==> src/pkg/io_map_cfg.svh <==
// Address map constants for the expanded-mode reference mapper
`ifndef IO_MAP_CFG_SVH
`define IO_MAP_CFG_SVH

// ==========================================================
// Region bases (register numbers, one-based)
`define AUX_TABLE_BASE     13'd1
`define MAIN_REAL_BASE     13'd129
`define AUX_REAL_BASE      13'd1153
`define MAIN_INT_BASE      13'd2049
`define AUX_INT_BASE       13'd3073
// ==========================================================
// Channel geometry
`define WORDS_PER_TYPE     13'd64
`define WORDS_PER_CHAN     13'd128
`define LAST_REAL_POINT    11'd1000
`define LAST_POINT         11'd1024
`define AUX_FIRST_CHAN     4'h8
`define BIT_FIELD_W        4

`endif

==> src/pkg/io_map_pkg.sv <==
// Types shared by the reference mapper and its scan sequencer
package io_map_pkg;

  typedef enum logic [2:0] {
    DEST_MAIN_STATUS = 3'h0,
    DEST_AUX_STATUS  = 3'h1,
    DEST_REAL_REG    = 3'h2,
    DEST_INT_REG     = 3'h3,
    DEST_INVALID     = 3'h4
  } dest_e;

  typedef enum logic [1:0] {
    SCAN_IDLE = 2'b00,
    SCAN_RUN  = 2'b01,
    SCAN_DONE = 2'b11
  } scan_state_e;

  typedef logic [3:0]  chan_t;
  typedef logic [10:0] point_t;
  typedef logic [12:0] reg_num_t;

endpackage

==> src/pkg/scan_if.sv <==
// Link between the mapper top and its channel scan sequencer
`timescale 1ns/1ps
interface scan_if;
  import io_map_pkg::*;
  logic        start;
  logic [15:0] chan_enable;
  logic        busy;
  logic        chan_valid;
  chan_t       chan;
  logic        done;

  modport ctrl (output start, output chan_enable,
                input busy, input chan_valid, input chan, input done);
  modport seq  (input start, input chan_enable,
                output busy, output chan_valid, output chan, output done);
endinterface

==> src/rtl/scan_seq.sv <==
// Channel scan sequencer: walks all sixteen channels in order, flagging the selected ones
`timescale 1ns/1ps
module scan_seq (
  input  wire logic clk,
  input  wire logic rst_b,
  scan_if.seq       sif
);
  import io_map_pkg::*;

  scan_state_e state_q, state_d;
  logic [4:0]  idx_q, idx_d;
  logic        cur_sel;

  assign cur_sel        = sif.chan_enable[idx_q[3:0]];
  assign sif.busy       = (state_q == SCAN_RUN);
  assign sif.chan_valid = (state_q == SCAN_RUN) && cur_sel;
  assign sif.chan       = idx_q[3:0];
  assign sif.done       = (state_q == SCAN_DONE);

  always_comb begin
    state_d = state_q;
    idx_d   = idx_q;
    unique case (state_q)
      SCAN_IDLE: begin
        if (sif.start) begin
          state_d = SCAN_RUN;
          idx_d   = 5'h00;
        end
      end
      SCAN_RUN: begin
        // Unselected channels pass in one cycle, no output
        if (idx_q == 5'h0f) begin
          state_d = SCAN_DONE;
        end else begin
          idx_d = idx_q + 5'h01;
        end
      end
      SCAN_DONE: state_d = SCAN_IDLE;
      default:   state_d = SCAN_IDLE;
    endcase
  end

  always_ff @(posedge clk or negedge rst_b) begin
    if (!rst_b) begin
      state_q <= SCAN_IDLE;
      idx_q   <= 5'h00;
    end else begin
      state_q <= state_d;
      idx_q   <= idx_d;
    end
  end

  skip_unsel_a: assert property (@(posedge clk) disable iff (!rst_b)
    sif.chan_valid |-> sif.busy && sif.chan_enable[sif.chan])
    else $error("unselected channel presented");

  scan_order_a: assert property (@(posedge clk) disable iff (!rst_b)
    sif.busy && sif.chan != 4'hf |=> sif.busy
    && sif.chan == $past(sif.chan) + 4'h1)
    else $error("scan skipped or repeated a channel");

  scan_len_a: assert property (@(posedge clk) disable iff (!rst_b)
    (state_q == SCAN_IDLE && sif.start) |-> ##17 sif.done)
    else $error("scan did not take sixteen cycles");
endmodule // scan_seq

==> src/rtl/io_ref_mapper.sv <==
// Expanded-mode discrete reference to memory location mapper
// ==========================================================
// Function
// - Sixteen channels; 0-7 main, 8-F auxiliary
// - Reference: channel, type, real flag, point
// - Channels 0 and 8 use plain ranges
// - Coded real refs of 0/8 never physical
// - 64 words per channel per type
// - Points 1001-1024 reserved, not physical
// - Plain channel 0 real goes to main status table
// - Plain channel 8 real in registers 1-128
// - Real blocks from 129 and 1153
// - Register mapping only with 8K or 16K
// - Override only for plain main/aux refs
// - Transition only for plain output refs
// - Internal points from 2049 and 3073
// - Internal points never physical
// - Unused locations stay internal storage
// - Scanner steps all 16 channels, flags only selected ones
// - Allocation in 1K-in plus 1K-out channels
`timescale 1ns/1ps
`include "io_map_cfg.svh"
module io_ref_mapper (
  input  wire logic                clk,
  input  wire logic                rst_b,
  // Reference request
  input  wire logic                req_valid,
  input  wire io_map_pkg::chan_t   req_chan,
  input  wire logic                req_is_output,
  input  wire logic                req_is_real,
  input  wire logic                req_plain,
  input  wire io_map_pkg::point_t  req_point,
  input  wire logic                reg_mem_large,
  // Mapped answer
  output logic                     map_valid,
  output io_map_pkg::dest_e        map_dest,
  output io_map_pkg::reg_num_t     map_word,
  output logic [3:0]               map_bit,
  output logic                     map_physical,
  output logic                     map_has_override,
  output logic                     map_has_transition,
  output logic                     map_error,
  // Channel scan
  input  wire logic                scan_start,
  input  wire logic [15:0]         chan_enable,
  output logic                     scan_busy,
  output logic                     scan_chan_valid,
  output io_map_pkg::chan_t        scan_chan,
  output logic                     scan_done
);
  import io_map_pkg::*;

  // ========================================================
  // Reference decode
  logic       is_aux;
  logic [9:0] pt0;
  logic       pt_ok;
  logic       coded_edge;
  logic [2:0] chan_low;

  assign is_aux     = req_chan[3];
  assign chan_low   = req_chan[2:0];
  assign pt_ok      = (req_point != 11'd0) && (req_point <= `LAST_POINT);
  assign pt0        = 10'(req_point - 11'd1);
  // Plain form exists only for channels 0 and 8
  assign coded_edge = req_is_real && !req_plain && (chan_low == 3'h0);

  // ========================================================
  // Word offset within region
  reg_num_t word_in_blk;
  reg_num_t real_blk_base;
  reg_num_t int_blk_base;
  reg_num_t real_word;
  reg_num_t int_word;
  reg_num_t aux_word;
  reg_num_t type_off;

  assign word_in_blk = {7'h00, pt0[9:4]};
  assign type_off    = req_is_output ? 13'd0 : `WORDS_PER_TYPE;
  // Main real channels 1-7 from 129, aux 9-F from 1153
  assign real_blk_base = (is_aux ? `AUX_REAL_BASE : `MAIN_REAL_BASE)
                       + 13'({chan_low - 3'h1, 7'h00});
  assign int_blk_base  = (is_aux ? `AUX_INT_BASE : `MAIN_INT_BASE)
                       + 13'({chan_low, 7'h00});
  assign real_word = real_blk_base + type_off + word_in_blk;
  assign int_word  = int_blk_base + type_off + word_in_blk;
  assign aux_word  = `AUX_TABLE_BASE + type_off + word_in_blk;

  // ========================================================
  // Destination selection
  logic   plain_bad;
  logic   err_d;
  logic   int_path;
  dest_e  dest_d;
  reg_num_t word_d;

  assign plain_bad = req_plain && (!req_is_real || chan_low != 3'h0);
  // Coded refs of 0/8 fall back to internal program bits
  assign int_path  = !req_is_real || coded_edge;
  assign err_d     = !pt_ok || plain_bad
                   || (!req_plain && !reg_mem_large);

  assign dest_d = err_d ? DEST_INVALID :
                  req_plain ? (is_aux ? DEST_AUX_STATUS
                                      : DEST_MAIN_STATUS) :
                  int_path ? DEST_INT_REG : DEST_REAL_REG;
  assign word_d = err_d ? 13'd0 :
                  (req_plain && !is_aux) ? word_in_blk + type_off :
                  req_plain ? aux_word :
                  int_path ? int_word : real_word;

  logic phys_d;
  logic ovr_d;
  logic trn_d;
  assign phys_d = !err_d && !int_path
                && (req_point <= `LAST_REAL_POINT);
  assign ovr_d  = !err_d && req_plain;
  assign trn_d  = !err_d && req_plain && req_is_output;

  // ========================================================
  // Answer registers, one cycle after request
  always_ff @(posedge clk or negedge rst_b) begin
    if (!rst_b) begin
      map_valid          <= 1'b0;
      map_dest           <= DEST_INVALID;
      map_word           <= 13'd0;
      map_bit            <= 4'h0;
      map_physical       <= 1'b0;
      map_has_override   <= 1'b0;
      map_has_transition <= 1'b0;
      map_error          <= 1'b0;
    end else begin
      map_valid          <= req_valid;
      if (req_valid) begin
        map_dest           <= dest_d;
        map_word           <= word_d;
        map_bit            <= pt0[3:0];
        map_physical       <= phys_d;
        map_has_override   <= ovr_d;
        map_has_transition <= trn_d;
        map_error          <= err_d;
      end
    end
  end

  // ========================================================
  // Channel scan
  scan_if sif ();
  assign sif.start       = scan_start;
  assign sif.chan_enable = chan_enable;
  assign scan_busy       = sif.busy;
  assign scan_chan_valid = sif.chan_valid;
  assign scan_chan       = sif.chan;
  assign scan_done       = sif.done;

  scan_seq u_seq (
    .clk   (clk),
    .rst_b (rst_b),
    .sif   (sif)
  );

  // ========================================================
  // Checks
  ch0_main_a: assert property (@(posedge clk) disable iff (!rst_b)
    req_valid && req_plain && req_is_real && req_chan == 4'h0 && pt_ok
    |=> map_dest == DEST_MAIN_STATUS)
    else $error("channel 0 plain not in main table");

  ch8_regs_a: assert property (@(posedge clk) disable iff (!rst_b)
    req_valid && req_plain && req_is_real && req_chan == 4'h8 && pt_ok
    |=> map_dest == DEST_AUX_STATUS && map_word >= 13'd1
        && map_word <= 13'd128)
    else $error("channel 8 outside registers 1-128");

  coded_edge_a: assert property (@(posedge clk) disable iff (!rst_b)
    req_valid && coded_edge |=> !map_physical)
    else $error("coded channel 0/8 ref made physical");

  reserved_pt_a: assert property (@(posedge clk) disable iff (!rst_b)
    req_valid && req_point > 11'd1000 |=> !map_physical)
    else $error("reserved point made physical");

  real_range_a: assert property (@(posedge clk) disable iff (!rst_b)
    req_valid && !err_d && dest_d == DEST_REAL_REG
    |=> map_word >= 13'd129 && map_word <= 13'd2048)
    else $error("real word out of range");

  int_range_a: assert property (@(posedge clk) disable iff (!rst_b)
    req_valid && !err_d && !req_is_real
    |=> map_word >= 13'd2049 && map_word <= 13'd4096
        && !map_physical)
    else $error("internal word out of range");

  small_mem_a: assert property (@(posedge clk) disable iff (!rst_b)
    req_valid && !req_plain && !reg_mem_large |=> map_error)
    else $error("mapping used with small register memory");

  tables_a: assert property (@(posedge clk) disable iff (!rst_b)
    map_has_transition |-> map_has_override)
    else $error("transition table without override table");

  bit_pos_a: assert property (@(posedge clk) disable iff (!rst_b)
    req_valid |=> map_bit == $past(req_point[3:0] - 4'h1))
    else $error("bit position wrong");

  ovr_plain_a: assert property (@(posedge clk) disable iff (!rst_b)
    map_valid && map_has_override
    |-> !map_error && map_dest inside {DEST_MAIN_STATUS, DEST_AUX_STATUS})
    else $error("override table on coded reference");

  trn_output_a: assert property (@(posedge clk) disable iff (!rst_b)
    req_valid && !req_is_output |=> !map_has_transition)
    else $error("transition table on input reference");

  int_phys_a: assert property (@(posedge clk) disable iff (!rst_b)
    map_valid && map_dest == DEST_INT_REG |-> !map_physical)
    else $error("internal point made physical");

  ch8_coded_a: assert property (@(posedge clk) disable iff (!rst_b)
    req_valid && req_chan == 4'h8 && req_is_real && !req_plain
    && reg_mem_large && pt_ok
    |=> map_dest == DEST_INT_REG && map_word >= 13'd3073
        && map_word <= 13'd3200)
    else $error("coded channel 8 ref not in internal region");
endmodule // io_ref_mapper

==> config.mk <==
export PLATFORM = sky130hd
export DESIGN_NAME = io_ref_mapper
export DESIGN_NICKNAME = d
export VERILOG_FILES = /design/src/pkg/io_map_pkg.sv /design/src/pkg/scan_if.sv /design/src/rtl/scan_seq.sv /design/src/rtl/io_ref_mapper.sv
export VERILOG_INCLUDE_DIRS = /design/src /design/src/pkg
export SDC_FILE = /design/constraint.sdc
export NUM_CORES = 1
export LEC_CHECK = 0
export BUFFER_PORTS_ARGS = -buffer_cell sky130_fd_sc_hd__buf_2
export CAP_MARGIN = 20
export CELL_PAD_IN_SITES_DETAIL_PLACEMENT = 1
export CELL_PAD_IN_SITES_GLOBAL_PLACEMENT = 2
export CORE_MARGIN = 2
export CORE_UTILIZATION = 31
export CTS_BUF_LIST = sky130_fd_sc_hd__clkbuf_2
export DETAILED_ROUTE_END_ITERATION = 8
export PLACE_DENSITY = 0.86
export SLEW_MARGIN = 20
export SYNTH_ARGS = -nofsm -noshare
export SYNTH_HDL_FRONTEND = slang
export SYNTH_SLANG_ARGS = --single-unit
==> constraint.sdc <==
create_clock -name clk -period 2.83 [get_ports clk]
set_input_delay 0.566 -clock clk [delete_from_list [all_inputs] [get_ports clk]]
set_output_delay 0.566 -clock clk [all_outputs]
set_load 0.005 [all_outputs]
==> run metrics <==
Post-synth ARST share 1.000; main flop type after synthesis dfrtp_1; routability cong. 0.7647; starting density of the core 0.3234; Max Root-Sink Buffers 2; Pre-antenna DRT Iters 4; Routed WL per cell 15.65 µm; Setup violations, final 0; first-pass GRT wire length 11.56 mm; ant diodes 0; Non-Filler Instances 441; PwrDens 477.0 nW/µm²; H-tree depth 2; slowest cell on the critical path mux4_2; clock-pin slew on the worst setup and hold paths 160 ps; cell count after synthesis 259; Synth warnings 0; Worst Path Class, Setup reg -> out; GRT overflow 0; final core area utilization 0.4048; Clock Latency Late Sink 350 ps; Critical Path Sink Type output pin; Worst Setup Start Kind flop; Filler cells 893; layout cells sized above 1 0.3596; P&R area growth vs syn 25.17%; Die ar. 8364 µm²; CP bufs+invs 1; Synth Cell Area 2371 µm²; Max Clock Skew 5.737 ps; number of buffers created by CTS 5; Avg Inst Size Synth 9.155 µm²; min setup slack post-route 136.5 ps; num rows 31; worst min path class in -> async; RSZ-0062 raised after global routing false; Final Hold Viols 0; CORE AREA 7331 µm²; Residual DRC 0; CTS Hold Bufs 0; Total Nets Final 388; normalized max-slew margin 0.5047; max cap viols 0; design area 2968 µm²; Worst Tran Pin Value 743.0 ps; Synth Register Bits 32; vias post-DR 2256; critical-path maximum fanout 6; most frequent CP cell mux4_2; initial antenna violation count 0; required time worst endpoint 2260 ps; Starting DRT DRC Count 63; via-per-instance ratio 5.116; PortBufs 70; # clock sinks 32; clock root buffer master clkbuf_2; number of synthesized flops with an enable pin 0; worst slack, placed -99.18 ps; setup total negative slack 0 ps; Max rail drop VDD 0.0005096 V; FMAX 371.3 MHz; P_leak 1.412 nW; Pins Over Slew Limit 0; largest net degree at the start of global routing 33; Syn Nets 306; CP top delay family multiplexers; gr usage total 0.1699; CP Cell Sequence mux4_2 > mux4_2 > and2_1 > buf_2; CTS tree built; Die Width 91.46 µm; Routed Antenna Nets 0; drt total wl 6.902 mm; crit path time final 2693 ps; slowest stage delay, CP 540 ps; dpl cell area 2915 µm²; Placed Cells incl. Taps 431; status finished, final reports clean; Die H 91.46 µm; I/O pins 71; fin crit share 0.9518; dpl hpwl 5.393 mm; Arrival @ worst endpoint 2130 ps; synth unique cells 61; vias in the first global route 2287; post-synthesis sequential area ratio 0.3383
==> worst register-to-register path, cell delays in order (launching register included) <==
cell	delay [ps]
dfrtp_1	530
ha_1	270
and3_1	200
ha_1	240
inv_1	120
nand4_1	140
a21o_1	210
a22o_1	170
==> sequential cells by signal, indices dropped and copies added, names as in the netlist <==
name                flops
map_bit                 4
map_dest                3
map_error               1
map_has_override        1
map_has_transition      1
map_physical            1
map_valid               1
map_word               13
u_seq.idx_q             5
u_seq.state_q           2
==> layer usage <==
metal / up-vias / routed length (µm) / GRT usage
li1: 1105 / - / -
met1: 1111 / 3468 / 0.2457
met2: 36 / 3169 / 0.2641
met3: 4 / 220 / 0.02324
met4: 0 / 44 / 0.04672
met5: - / 0 / 0
==> final cells by class <==
type,instances,area [µm²],share of cell area
Inverter,22,82.58,0.02782
Sequential cell,32,803.3,0.2707
Clock inverter,1,3.754,0.001265
Multi-Input combinational cell,186,1391,0.4688
Clock buffer,7,35.03,0.01180
Timing Repair Buffer,94,528.0,0.1779
Tap cell,99,123.9,0.04174
==> stage by stage <==
stage               hold slack (ps)  power (mW)
global placement              467.7       1.169
detailed placement            462.1       1.193
global route                  260.7       1.530
CTS                           238.5       1.419
finish                        239.5       1.416
floorplan                     270.4       1.013
==> where the power goes <==
group	switching, mW	internal, mW
clock network	0.150	0.0663
registers	0.0825	0.521
logic	0.268	0.328
==> cells in the mapped netlist, drive strengths merged, types with 3 or more instances <==
library cell,instances,share of area
nand4,3,0.0079
nor2,15,0.024
dfrtp,31,0.33
o2111ai,3,0.011
nor4,7,0.021
a21o,3,0.013
nand2,13,0.021
xor2,7,0.026
mux4,5,0.047
o21ai,16,0.034
o2bb2ai,3,0.011
ha,8,0.042
or3,5,0.013
clkbuf,12,0.019
nand2b,6,0.016
o21a,4,0.013
o31a,3,0.011
a21oi,6,0.013
nor2b,4,0.011
a31o,3,0.011
xnor2,7,0.026
nand3,10,0.021
buf,7,0.021
inv,22,0.035
nor3,10,0.023
a22o,6,0.022
==> logic make-up after synthesis <==
kind of cell / synth area share
buffers and inverters: 0.07493
adder cells (fa/ha/maj): 0.04222
AO/OA/AOI/OAI: 0.2195
XOR/XNOR: 0.05172
AND/OR/NAND/NOR: 0.2079
flip-flops: 0.3383
multiplexers: 0.06544
==> cell usage in the layout (no fill, tap or decap), types with 3 or more instances in the layout <==
cell | Yosys | final
a21oi_1 | 6 | 6
a22o_1 | 6 | 6
a31o_2 | 3 | 3
buf_2 | 1 | 70
buf_4 | 4 | 23
clkbuf_2 | 0 | 8
dfrtp_1 | 31 | 30
ha_1 | 8 | 8
inv_1 | 22 | 22
mux4_2 | 5 | 5
nand2_1 | 13 | 13
nand2b_1 | 6 | 6
nand3_1 | 10 | 10
nand4_1 | 3 | 3
nor2_1 | 15 | 15
nor2b_1 | 4 | 4
nor3_1 | 9 | 9
nor4_1 | 6 | 6
o2111ai_1 | 3 | 3
o21a_1 | 4 | 4
o21ai_0 | 15 | 15
o2bb2ai_1 | 3 | 3
o31a_1 | 3 | 3
or3_1 | 5 | 5
xnor2_1 | 7 | 7
xor2_1 | 7 | 7
==> what timing repair did <==
| action | 4_1_cts | 5_1_grt |
|---|---|---|
| buffers inserted | 0 | 2 |
| endpoints found under the setup margin | 1 | 1 |
| gates resized for setup | 1 | 0 |
==> worst paths after layout <==
| kind | from | endpoint | slack [ps] | cells past startpoint |
|---|---|---|---|---|
| max in group asynchronous | rst_b | u_seq.idx_q[0] | 2060 | 1 |
| min in group clk | map_error | map_error | 500 | 1 |
| setup / recovery | u_seq.idx_q[0] | scan_chan_valid | 140 | 4 |
| setup reg to reg | u_seq.idx_q[1] | u_seq.idx_q[3] | 870 | 7 |
| hold reg to reg | map_error | map_error | 500 | 1 |
| hold / removal | rst_b | map_word[11] | 240 | 1 |
Power figures use the tool's default switching activity.
